### config.mk
export PLATFORM = sky130hd
export DESIGN_NAME = rxs_sequencer
export DESIGN_NICKNAME = d
export VERILOG_FILES = /design/src/design/rxs_pkg.sv /design/src/design/rxs_pin_filter.sv /design/src/design/rxs_sequencer.sv
export VERILOG_INCLUDE_DIRS = /design/src /design/src/design
export SDC_FILE = /design/constraint.sdc
export NUM_CORES = 1
export LEC_CHECK = 0
export ABC_CLOCK_PERIOD_IN_PS = 1660
export BUFFER_PORTS_ARGS = -buffer_cell sky130_fd_sc_hd__clkbuf_2
export CORE_MARGIN = 4
export CORE_UTILIZATION = 30
export CTS_BUF_LIST = sky130_fd_sc_hd__clkbuf_8
export CTS_CLUSTER_SIZE = 24
export DETAILED_ROUTE_END_ITERATION = 10
export MAX_ROUTING_LAYER = met4
export PLACE_DENSITY_LB_ADDON = 0.2
export SKIP_CTS_REPAIR_TIMING = 1
export SYNTH_ARGS = -nofsm -noshare
export SYNTH_HDL_FRONTEND = slang
export SYNTH_SLANG_ARGS = --single-unit
### constraint.sdc
create_clock -name clk -period 1.66 [get_ports clk]
set_clock_uncertainty 0.1 [all_clocks]
set_input_delay 0.332 -clock clk [delete_from_list [all_inputs] [get_ports clk]]
set_output_delay 0.332 -clock clk [all_outputs]
set_load 0.1 [all_outputs]
### src/design/rxs_map.svh
// Purpose: constants for the reset and exception entry sequencer
// Assumes: 10 MHz system clock, 16-bit address, byte-wide memory
// Notes: offsets, field positions, reset values and counts only
`ifndef RXS_MAP_SVH
`define RXS_MAP_SVH
`define RXS_RESET_VEC_HI 16'h0000
`define RXS_RESET_VEC_LO 16'h0001
`define RXS_MASK_BIT 7
`define RXS_FLAGS_RESET 8'h80
`define RXS_PC_RESET 16'h0000
`define RXS_MIN_RESET_CYCLES 4'h9
`endif

### src/design/rxs_pkg.sv
// Purpose: types for the reset and exception entry sequencer
// Assumes: nothing beyond rxs_map.svh
// Notes: states and the bus request carrier
package rxs_pkg;
  typedef enum logic [2:0] {
    RXS_HOLD = 3'b000,
    RXS_INIT = 3'b001,
    RXS_VEC_HI = 3'b010,
    RXS_VEC_LO = 3'b011,
    RXS_FIRST = 3'b100,
    RXS_RUN = 3'b101,
    RXS_IRQ = 3'b110
  } rxs_state_t;
  typedef struct packed {
    logic rd;
    logic [15:0] addr;
  } rxs_bus_req_t;
endpackage : rxs_pkg

### src/design/rxs_pin_filter.sv
// Purpose: reset pin sampler with low-time counter
// Assumes: pin synchronous to clk
// Notes: counts consecutive low samples for status only
`timescale 1ns/1ps
`default_nettype none
`include "rxs_map.svh"
module rxs_pin_filter #(
  parameter int CNT_W = 4
) (
  // clock and reset
  input wire logic clk,
  input wire logic sys_rst,
  // pin
  input wire logic pin_n,
  // status
  output logic low_ff,
  output logic long_ff
);
  logic [CNT_W-1:0] cnt_ff;
  logic [CNT_W-1:0] nxt_cnt;
  logic nxt_long;
  always_comb begin
    nxt_cnt = cnt_ff;
    nxt_long = long_ff;
    if (pin_n) begin
      nxt_cnt = '0;
      nxt_long = 1'b0;
    end else if (cnt_ff != {CNT_W{1'b1}}) begin
      nxt_cnt = cnt_ff + 1'b1;
    end
    if (!pin_n && cnt_ff >= CNT_W'(`RXS_MIN_RESET_CYCLES)) begin
      nxt_long = 1'b1;
    end
  end
  always_ff @(posedge clk or posedge sys_rst) begin
    if (sys_rst) begin
      cnt_ff <= '0;
      long_ff <= 1'b0;
      low_ff <= 1'b1;
    end else begin
      cnt_ff <= nxt_cnt;
      long_ff <= nxt_long;
      low_ff <= !pin_n;
    end
  end
endmodule // rxs_pin_filter
`default_nettype wire

### src/design/rxs_sequencer.sv
// Purpose: reset and interrupt entry sequencing for a small cpu
// Assumes: memory answers a read in the cycle after the request
// Notes: interrupt vector fetch is left to the interrupt controller
`timescale 1ns/1ps
`default_nettype none
`include "rxs_map.svh"
module rxs_sequencer
  import rxs_pkg::*;
#(
  parameter int ADDR_W = 16
) (
  // clock and reset
  input wire logic clk,
  input wire logic sys_rst,
  // reset pin
  input wire logic chip_init_pin_n,
  // cpu side
  input wire logic insn_done,
  input wire logic irq_req,
  input wire logic mask_clear,
  input wire logic [7:0] mem_rdata,
  // outputs
  output rxs_bus_req_t bus_req_ff,
  output logic [ADDR_W-1:0] pc_ff,
  output logic pc_load_ff,
  output logic [7:0] condition_flags_word,
  output logic periph_init_ff,
  output logic run_ff,
  output logic irq_take_ff,
  output logic reset_long_ff
);
  rxs_state_t state_ff, nxt_state;
  rxs_bus_req_t nxt_bus_req;
  logic [ADDR_W-1:0] nxt_pc;
  logic nxt_pc_load;
  logic [7:0] flags_ff, nxt_flags;
  logic nxt_init, nxt_run, nxt_take;
  logic pin_low, pin_long;

  rxs_pin_filter #(.CNT_W(4)) u_pin (
    .clk(clk),
    .sys_rst(sys_rst),
    .pin_n(chip_init_pin_n),
    .low_ff(pin_low),
    .long_ff(pin_long)
  );

  assign condition_flags_word = flags_ff;

  always_comb begin
    nxt_state = state_ff;
    nxt_bus_req = '0;
    nxt_pc = pc_ff;
    nxt_pc_load = 1'b0;
    nxt_flags = flags_ff;
    nxt_init = 1'b0;
    nxt_run = 1'b0;
    nxt_take = 1'b0;
    if (!chip_init_pin_n) begin
      // pin low beats everything, including a pending interrupt
      nxt_state = RXS_HOLD;
      nxt_init = 1'b1;
      nxt_flags = `RXS_FLAGS_RESET;
      nxt_pc = ADDR_W'(`RXS_PC_RESET);
    end else begin
      case (state_ff)
        RXS_HOLD: begin
          nxt_state = RXS_INIT;
          nxt_init = 1'b1;
        end
        RXS_INIT: begin
          nxt_flags = `RXS_FLAGS_RESET;
          nxt_bus_req.rd = 1'b1;
          nxt_bus_req.addr = `RXS_RESET_VEC_HI;
          nxt_state = RXS_VEC_HI;
        end
        RXS_VEC_HI: begin
          // upper byte comes from the lower address
          nxt_pc = {mem_rdata, pc_ff[7:0]};
          nxt_bus_req.rd = 1'b1;
          nxt_bus_req.addr = `RXS_RESET_VEC_LO;
          nxt_state = RXS_VEC_LO;
        end
        RXS_VEC_LO: begin
          nxt_pc = {pc_ff[15:8], mem_rdata};
          nxt_pc_load = 1'b1;
          nxt_run = 1'b1;
          nxt_state = RXS_FIRST;
        end
        RXS_FIRST: begin
          // mask stays set; first instruction cannot be interrupted
          nxt_run = 1'b1;
          if (insn_done) begin
            nxt_state = RXS_RUN;
          end
        end
        RXS_RUN: begin
          nxt_run = 1'b1;
          if (mask_clear) begin
            nxt_flags[`RXS_MASK_BIT] = 1'b0;
          end
          // requests are only taken at an instruction boundary
          if (irq_req && insn_done && !flags_ff[`RXS_MASK_BIT]) begin
            nxt_take = 1'b1;
            nxt_flags[`RXS_MASK_BIT] = 1'b1;
            nxt_run = 1'b0;
            nxt_state = RXS_IRQ;
          end
        end
        RXS_IRQ: begin
          nxt_run = 1'b1;
          nxt_state = RXS_RUN;
        end
        default: nxt_state = RXS_HOLD;
      endcase
    end
  end

  always_ff @(posedge clk or posedge sys_rst) begin
    if (sys_rst) begin
      state_ff <= RXS_HOLD;
      bus_req_ff <= '0;
      pc_ff <= '0;
      pc_load_ff <= 1'b0;
      flags_ff <= 8'h80;
      periph_init_ff <= 1'b1;
      run_ff <= 1'b0;
      irq_take_ff <= 1'b0;
      reset_long_ff <= 1'b0;
    end else begin
      state_ff <= nxt_state;
      bus_req_ff <= nxt_bus_req;
      pc_ff <= nxt_pc;
      pc_load_ff <= nxt_pc_load;
      flags_ff <= nxt_flags;
      periph_init_ff <= nxt_init;
      run_ff <= nxt_run;
      irq_take_ff <= nxt_take;
      reset_long_ff <= pin_long | (reset_long_ff & pin_low);
    end
  end
endmodule // rxs_sequencer
`default_nettype wire

==> metrics.cfg, run 1 <==
[placement]
dpl.cell_count = 254
dp_slack_ns = 0.164
gp_congestion = 0.781
dp_hpwl_um = 2130
portBuffers = 37

[drt]
wl_per_cell_um = 11.4
drc = 0
vias = 1054
viasPerCell = 4.02
dr.pass1.iters = 4
drtAntennaViolNets = 0
drt_iter0_markers = 31
drt-total-wl_um = 2980

[critical_path]
crit_cells = 1
cpPeakStageDelay_ns = 0.46
arrival_ns = 1.11
r2r_setup_slack_ns = 0.16
r2r_cells = 4
cp_data_required_time_ns = 1.23
critPathLaunchType = flip-flop
worstPathCellList = clkbuf_2
crit_start = pc_ff[3]$_DFFE_PP0P_
r2r_start = u_pin.cnt_ff[0]$_DFFE_PP0P_
critical_path.slowest_cell = clkbuf_2
crit_buf_inv = 1
endpoint_kind = output port
r2r_end = u_pin.long_ff$_DFFE_PP0P_
path_max_fanout = 2
critPathCapture = pc_ff[3]
path_delay_family = buffers and inverters
crit_type = flip-flop to output port

[synthesis]
synthArstFlopShare = 1.00
synth_cells = 148
synth_seq_cells = 33
netlist_area_mm2 = 0.00159
ys_seq_area_frac = 0.522
synth.avg_cell_area_um2 = 10.7
synth-main-ff-cell = dfrtp_1
synth_warnings = 0
synth_edf_count = 0
yosysUniqueCellTypes = 30

[power]
power_density_mw_per_mm2 = 1230
clockPowerShare = 0.320
swShare = 0.382
ir_worst_vdd_mv = 0.479
combPwrFrac = 0.309
p_seq_frac = 0.370
p_leak_nw = 1.07
intPower_mw = 1.48
p_sw_mw = 0.915

[timing]
hold_violations = 0
slew_headroom = 0.639
rsz0062_at_grt = false
post-route-min-period_ns = 1.54
finalWorstSetupSlack_ns = 0.120
clock.fmax_ghz = 0.649
fin_tns_setup_ns = 0
fin_crit_sh = 0.928
setup_viol = 0
whs_ns = 0.00827
max_slew.worst_pin.slew_ns = 0.544
drv_slew = 0

[clock_tree]
h-tree-depth = 2
cts_tree = built
cts.path.max_buffers = 2
clk_pin_slew_ns = 0.07
clk_latency_ns = 0.28
numCtsBuffers = 5
cts_root_buf = clkbuf_8
clock_sinks = 33

[grt]
grt_pass1_wl_um = 5000
grt_use_met2 = 0.162
grt_overflow = 0
antenna_found_initial = 0
grt_max_degree = 34
grt.total_usage = 0.105
grt_pass1_vias = 1054
grt-busiest-layer = met2
use_met3 = 0.0355
grtUsageMet1 = 0.123

[layout]
syn_to_final_growth_pct = 23.2
final_cell_count_no_fill = 262
final_layout_size_suffix_gt1_frac = 0.302
antenna_cells = 0
nets = 208
fin_util = 0.383

[floorplan]
num_rows = 26
die_x_um = 80.8
pin_count = 60
die_h_um = 80.8
core_mm2 = 0.00511
fp.dieArea_mm2 = 0.00652
start_util = 0.311

[hold_path]
hp-class = input pin to asynchronous set/reset pin

[job]
maxCapViolations = 0

[outcome]
status = completed

-- layer usage --
metal,vias to the layer above,share of wire
li1,524,-
met1,490,0.44
met2,36,0.48
met3,4,0.061
met4,0,0.017
met5,-,0
-- power by group through the flow --
| stage | combinational [mW] | sequential (mW) | clock [mW] |
|---|---|---|---|
| after floorplan | 0.423 | 1.14 | 0 |
| after global placement | 0.748 | 0.903 | 0 |
| after detailed placement | 0.748 | 0.904 | 0 |
| after CTS | 0.749 | 0.889 | 0.804 |
| after global routing | 0.782 | 0.895 | 0.836 |
| final | 0.743 | 0.888 | 0.768 |
-- state kept, by name, summed over array words and instances, names as in the netlist, 2 cells and up --
register,cells
state_ff,3
u_pin.cnt_ff,4
pc_ff,16
bus_req_ff,2
-- cell usage in the layout, fill, tap and decap left out, drive strengths merged, types with 4 or more instances in the layout --
cell | netlist | layout
a21oi | 4 | 4
buf | 28 | 14
clkbuf | 2 | 37
conb | 1 | 22
dfrtp | 30 | 30
inv | 5 | 6
mux2i | 17 | 17
nor2 | 25 | 25
nor3b | 4 | 4
-- cell families (layout without fill, tap and decap cells) --
group,after synthesis,count (layout),synth area share
buf+inv,35,58,0.145
compound gates,11,11,0.0441
other cells,1,22,0.00236
flops,33,33,0.522
xor+xnor,2,2,0.0110
simple gates,46,46,0.144
mux,17,17,0.107
fa+ha+maj,3,3,0.0236
-- worst min-delay path by stage --
stage | endpoint | slack [ns] | depth (start not counted) | start
CTS | state_ff[1]$_DFFE_PP0P_ | 0.02 | 3 | sys_rst
detailed placement | pc_ff[5]$_DFFE_PP0P_ | 0.34 | 3 | sys_rst
global route | state_ff[0]$_DFFE_PP0P_ | 0.06 | 3 | sys_rst
finish | pc_ff[5]$_DFFE_PP0P_ | 0.008 | 3 | sys_rst
global placement | reset_long_ff$_DFF_PP0_ | 0.34 | 3 | sys_rst
floorplan | reset_long_ff$_DFF_PP0_ | 0.33 | 1 | u_pin.long_ff$_DFFE_PP0P_
-- synthesized netlist by cell type, types with 3 or more instances --
master / instances / area [um^2]
buf_4: 23 / 173
nand2_1: 3 / 11.3
nand3_1: 3 / 15.0
a21oi_1: 4 / 20.0
dfstp_2: 3 / 78.8
buf_2: 4 / 20.0
nand2b_1: 3 / 18.8
mux2i_1: 17 / 170
inv_1: 5 / 18.8
ha_1: 3 / 37.5
dfrtp_1: 30 / 751
nor2_1: 25 / 93.8
nor3b_1: 3 / 22.5
-- metrics by stage --
stage	area [um^2]	power [mW]
after floorplan	1670	1.57
after global placement	1840	1.65
after detailed placement	1840	1.65
after CTS	1960	2.44
after global routing	1960	2.51
final	1960	2.40
-- cell type report --
class | instances | area [um^2]
Clock buffer | 6 | 82.6
Clock inverter | 2 | 33.8
Timing Repair Buffer | 45 | 298
Inverter | 5 | 18.8
Tap cell | 70 | 87.6
Sequential cell | 33 | 830
Fill cell | 521 | 3150
Multi-Input combinational cell | 101 | 607
No activity file was read; power rests on OpenSTA's default activity.
==> run 2: changes to the inputs <==
--- a/config.mk
+++ b/config.mk
@@ -8,6 +8,7 @@
 export LEC_CHECK = 0
 export ABC_CLOCK_PERIOD_IN_PS = 1660
 export BUFFER_PORTS_ARGS = -buffer_cell sky130_fd_sc_hd__clkbuf_2
+export CAP_MARGIN = 20
 export CORE_MARGIN = 4
 export CORE_UTILIZATION = 30
 export CTS_BUF_LIST = sky130_fd_sc_hd__clkbuf_8
==> constraint.sdc (replaced) <==
create_clock -name clk -period 1.66 [get_ports clk]
set_clock_uncertainty 0.1 [all_clocks]
set_input_delay 0.166 -clock clk [delete_from_list [all_inputs] [get_ports clk]]
set_output_delay 0.166 -clock clk [all_outputs]
set_load 0.1 [all_outputs]
==> metrics.cfg, run 2 (synthesis gave the netlist of run 1 again) <==
[outcome]
status = completed

[clock_tree]
cts.path.max_buffers = 2  ; unchanged
h-tree-depth = 2  ; unchanged
cts_tree = built
cts_root_buf = clkbuf_8
clk_latency_ns = 0.29  ; about the same
clock_sinks = 33  ; unchanged
clk_pin_slew_ns = 0.07  ; about the same
numCtsBuffers = 5  ; unchanged

[layout]
nets = 208  ; unchanged
final_cell_mix = clkbuf_2 (37), dfrtp_1 (30), nor2_1 (25)
mostFrequentLayoutCell = clkbuf_2
syn_to_final_growth_pct = 17.9
fin_area_mm2 = 0.00187  ; -4.3%
top_regs = pc_ff: 16 flops, u_pin.cnt_ff: 4 flops, state_ff: 3 flops
antenna_cells = 0  ; unchanged
final_layout_size_suffix_gt1_frac = 0.292  ; -0.0104
top_register = pc_ff
largest_reg_flops = 16  ; unchanged

[drt]
dr.pass1.iters = 2  ; -2
wl_per_cell_um = 11.6  ; +1.9%
viasPerCell = 4.06  ; +0.95%
drtAntennaViolNets = 0  ; unchanged
drc = 0  ; unchanged
vias = 1064  ; +0.95%
drt-total-wl_um = 3030  ; +1.9%
drt_iter0_markers = 19  ; -39%

[critical_path]
arrival_ns = 1.59  ; +0.48 ns
critPathLaunchType = flip-flop
endpoint_kind = flip-flop
crit_type = flip-flop to flip-flop
cp_data_required_time_ns = 1.73  ; +0.50 ns
path_max_fanout = 6  ; +4

[hold_path]
hp-class = input pin to flip-flop

[timing]
drv_slew = 0  ; unchanged
slew_headroom = 0.562  ; -0.0766
clock.fmax_ghz = 0.657  ; +1.2%
fin_crit_sh = 0.916  ; -0.0112
setup_viol = 0  ; unchanged
fin_tns_setup_ns = 0  ; unchanged
hold_violations = 0  ; unchanged
post-route-min-period_ns = 1.52  ; -0.0186 ns
rsz0062_at_grt = false
max_slew.worst_pin.slew_ns = 0.656  ; +0.112 ns

[floorplan]
num_rows = 26  ; unchanged
start_util = 0.311  ; unchanged
pin_count = 60  ; unchanged
die_h_um = 80.8  ; unchanged
die_x_um = 80.8  ; unchanged
fp.dieArea_mm2 = 0.00652  ; unchanged
core_mm2 = 0.00511  ; unchanged

[grt]
antenna_found_initial = 0  ; unchanged
grt_pass1_vias = 1055  ; +0.095%
grt.total_usage = 0.106  ; +0.000802
grt_pass1_wl_um = 5010  ; +0.28%
grt_max_degree = 34  ; unchanged
grt_overflow = 0  ; unchanged

[power]
combPwrFrac = 0.331  ; +0.022
p_seq_frac = 0.407  ; +0.037
swShare = 0.421  ; +0.0391
power_density_mw_per_mm2 = 1160  ; -5.1%
clockPowerShare = 0.262  ; -0.058
ir_worst_vdd_mv = 0.433  ; -9.5%
p_leak_nw = 1.04  ; -3.1%
p_sw_mw = 0.916  ; about the same
intPower_mw = 1.26  ; -15%

[job]
maxCapViolations = 0  ; unchanged

[placement]
dp_hpwl_um = 2130  ; about the same
placed_area_mm2 = 0.00178  ; -3.3%
portBuffers = 37  ; unchanged
gp_congestion = 0.740  ; -5.3%

-- run 2: cell types whose count changed in the layout (fill, tap and decap cells not counted), sizes merged --
cell	delta
bufinv	-1
clkinv	+1
dlygate4sd3	+1
clkbuf	+5
inv	+1
buf	-7
-- run 2: worst max-delay path, cell delays in order, from the launching register on --
cell,delay (ns)
dfrtp_1,0.45
ha_1,0.22
or3b_2,0.44
a21oi_1,0.15
nor2_1,0.05
-- run 2: stage by stage --
| step | util | worst slack [ns] | hold WS (ns) | power, mW | cells |
|---|---|---|---|---|---|
| finish | 0.366 | 0.139 | 0.0342 | 2.18 | 262 |
| global route | 0.366 | 0.0217 | 0.0421 | 2.29 | 262 |
| CTS | 0.365 | 0.124 | -0.149 | 2.21 | 261 |
| detailed placement | 0.349 | 0.160 | 0.169 | 1.62 | 253 |
| global placement | 0.349 | 0.188 | 0.169 | 1.62 | 253 |
| floorplan | - | 0.106 | 0.193 | 1.57 | 169 |
-- run 2: layout make-up --
type	instances	area, um^2
Clock inverter	3	12.5
Tap cell	70	87.6
Fill cell	547	3240
Clock buffer	5	68.8
Timing Repair Buffer	45	248
Inverter	5	18.8
Sequential cell	33	830
Multi-Input combinational cell	101	607
-- run 2: final timing paths --
check	start	endpoint	slack [ns]	depth (start not counted)
setup / recovery	u_pin.cnt_ff[0]$_DFFE_PP0P_	u_pin.long_ff$_DFFE_PP0P_	0.14	4
hold / removal	mem_rdata[3]	pc_ff[3]$_DFFE_PP0P_	0.03	3
setup reg to reg	u_pin.cnt_ff[0]$_DFFE_PP0P_	u_pin.long_ff$_DFFE_PP0P_	0.14	4
hold reg to reg	u_pin.long_ff$_DFFE_PP0P_	reset_long_ff$_DFF_PP0_	0.37	1
max in group asynchronous	sys_rst	condition_flags_word[7]$_DFFE_PP1P_	0.72	4
min in group asynchronous	sys_rst	pc_ff[5]$_DFFE_PP0P_	0.40	4
-- run 2: power groups by stage --
stage                     Clock (mW)  Sequential (mW)  Combinational [mW]
final                          0.570            0.886               0.721
after global routing           0.632            0.894               0.761
after CTS                      0.594            0.887               0.725
after detailed placement           0            0.901               0.724
after global placement             0            0.901               0.724
after floorplan                    0             1.14               0.423
-- run 2: per-layer routing --
metal / vias to the layer above / global-route usage / share of wire
met1: 500 / 0.120 / 0.44
met4: 0 / 0.0557 / 0.023
met3: 6 / 0.0344 / 0.066
met2: 35 / 0.166 / 0.47
met5: - / - / 0
li1: 523 / - / -
==> run 3: changes to the inputs <==
--- a/config.mk
+++ b/config.mk
@@ -6,7 +6,6 @@
 export SDC_FILE = /design/constraint.sdc
 export NUM_CORES = 1
 export LEC_CHECK = 0
-export ABC_CLOCK_PERIOD_IN_PS = 1660
 export BUFFER_PORTS_ARGS = -buffer_cell sky130_fd_sc_hd__clkbuf_2
 export CAP_MARGIN = 20
 export CORE_MARGIN = 4
@@ -14,6 +13,7 @@
 export CTS_BUF_LIST = sky130_fd_sc_hd__clkbuf_8
 export CTS_CLUSTER_SIZE = 24
 export DETAILED_ROUTE_END_ITERATION = 10
+export HOLD_SLACK_MARGIN = 0.1
 export MAX_ROUTING_LAYER = met4
 export PLACE_DENSITY_LB_ADDON = 0.2
 export SKIP_CTS_REPAIR_TIMING = 1
==> metrics.cfg, run 3 (synthesis gave the netlist of run 1 again) <==
[drt]
viasPerCell = 4.03  ; -0.77%
wl_per_cell_um = 11.5  ; -0.43%
drt-total-wl_um = 3110  ; +2.6%
drc = 0  ; unchanged
top_layer_used = met4
drt_iter0_markers = 18  ; -1
wl_met3_um = 204  ; +2.5%
vias = 1088  ; +2.3%
dr.pass1.iters = 2  ; unchanged
routedLengthMet1_um = 1350  ; +1.7%
route.met2.wl_um = 1480  ; +3.6%
drtAntennaViolNets = 0  ; unchanged

[grt]
grt_pass1_wl_um = 5010  ; unchanged
grt_overflow = 0  ; unchanged
grt_pass1_vias = 1055  ; unchanged
grt_max_degree = 34  ; unchanged
grt.total_usage = 0.106  ; unchanged
antenna_found_initial = 0  ; unchanged

[critical_path]
crit_cells = 4  ; unchanged
path_max_fanout = 6  ; unchanged
worstPathCellList = ha_1, or3b_2, a21oi_1, nor2_1
crit_type = flip-flop to flip-flop
critPathLaunchType = flip-flop
cpPeakStageDelay_ns = 0.45  ; about the same
arrival_ns = 1.59  ; about the same
critical_path.slowest_cell = dfrtp_1
crit_buf_inv = 0  ; unchanged
cp_data_required_time_ns = 1.73  ; about the same
r2r_cells = 4  ; unchanged
path_delay_family = simple AND/OR/NAND/NOR gates
endpoint_kind = flip-flop

[timing]
max_slew.worst_pin.slew_ns = 0.663  ; +0.00673 ns
drv_slew = 0  ; unchanged
whs_ns = 0.0900  ; +0.0558 ns
rsz0062_at_grt = false
fin_crit_sh = 0.917  ; about the same
setup_viol = 0  ; unchanged
clock.fmax_ghz = 0.657  ; about the same
fin_tns_setup_ns = 0  ; unchanged
hold_violations = 0  ; unchanged
slew_headroom = 0.557  ; -0.00449
post-route-min-period_ns = 1.52  ; +0.000507 ns

[layout]
final_layout_size_suffix_gt1_frac = 0.280  ; -0.0117
top_regs = pc_ff: 16 flops, u_pin.cnt_ff: 4 flops, state_ff: 3 flops
mostFrequentLayoutCell = clkbuf_2
antenna_cells = 0  ; unchanged
final_cell_mix = clkbuf_2 (37), dfrtp_1 (30), nor2_1 (25)
final_cell_count_no_fill = 270  ; +3.1%
syn_to_final_growth_pct = 22.9
nFillCells = 542  ; -0.91%
nets = 216  ; +3.8%
top_register = pc_ff
largest_reg_flops = 16  ; unchanged

[outcome]
status = completed

[clock_tree]
cts.path.max_buffers = 2  ; unchanged
cts_tree = built
clock_sinks = 33  ; unchanged
cts_root_buf = clkbuf_8
clk_latency_ns = 0.29  ; about the same
clk_pin_slew_ns = 0.07  ; about the same
h-tree-depth = 2  ; unchanged
numCtsBuffers = 5  ; unchanged

[power]
power_density_mw_per_mm2 = 1130  ; -3.2%
ir_worst_vdd_mv = 0.441  ; +1.8%
p_leak_nw = 1.07  ; +3.2%

[floorplan]
fp.dieArea_mm2 = 0.00652  ; unchanged
start_util = 0.311  ; unchanged
num_rows = 26  ; unchanged
die_x_um = 80.8  ; unchanged
die_h_um = 80.8  ; unchanged
pin_count = 60  ; unchanged
core_mm2 = 0.00511  ; unchanged

[hold_path]
hp-class = input pin to flip-flop
hold_depth = 4  ; +1

[placement]
dp_hpwl_um = 2130  ; unchanged
portBuffers = 37  ; unchanged
dpl.cell_count = 253  ; unchanged
gp_congestion = 0.740  ; unchanged

[job]
maxCapViolations = 0  ; unchanged

run 3: final timing paths:
| kind | from | to | slack [ns] |
|---|---|---|---|
| min reg2reg | u_pin.long_ff$_DFFE_PP0P_ | reset_long_ff$_DFF_PP0_ | 0.37 |
| max in group asynchronous | sys_rst | condition_flags_word[7]$_DFFE_PP1P_ | 0.72 |
| max reg2reg | u_pin.cnt_ff[0]$_DFFE_PP0P_ | u_pin.long_ff$_DFFE_PP0P_ | 0.14 |
| min | mask_clear | condition_flags_word[7]$_DFFE_PP1P_ | 0.09 |
| max | u_pin.cnt_ff[0]$_DFFE_PP0P_ | u_pin.long_ff$_DFFE_PP0P_ | 0.14 |
| min in group asynchronous | sys_rst | pc_ff[5]$_DFFE_PP0P_ | 0.40 |
run 3: final cells by class:
cell class	count	area, um^2	area share
flip-flops and latches	33	830	0.425
multi-input cells	101	607	0.311
repair buffers	53	328	0.168
well taps	70	87.6	0.0449
clock buffers	5	68.8	0.0353
inverters	5	18.8	0.00962
clock inverters	3	12.5	0.00641
run 3: worst reg2reg max path: stages (launching register included):
cell     delay, ns
dfrtp_1       0.45
ha_1          0.22
or3b_2        0.44
a21oi_1       0.15
nor2_1        0.05
run 3: layer usage:
layer  vias to the layer above  GRT usage
li1                        539          -
met1                       508      0.120
met2                        35      0.166
met3                         6     0.0344
met4                         0     0.0557
met5                         -          -
run 3: through the flow:
stage	area [um^2]	setup WS (ns)	power (mW)	utilization
after CTS	1860	0.124	2.21	0.365
final	1950	0.138	2.20	0.382
after global routing	1950	0.0217	2.30	0.382
after detailed placement	1780	0.160	1.62	0.349
after floorplan	1670	0.106	1.57	-
after global placement	1780	0.188	1.62	0.349
run 3: report_power, final:
group / total (mW) / leakage (nW) / switching (mW) / internal (mW)
Combinational: 0.736 / 0.577 / 0.601 / 0.135
Clock: 0.575 / 0.0505 / 0.293 / 0.282
Sequential: 0.886 / 0.442 / 0.0299 / 0.857
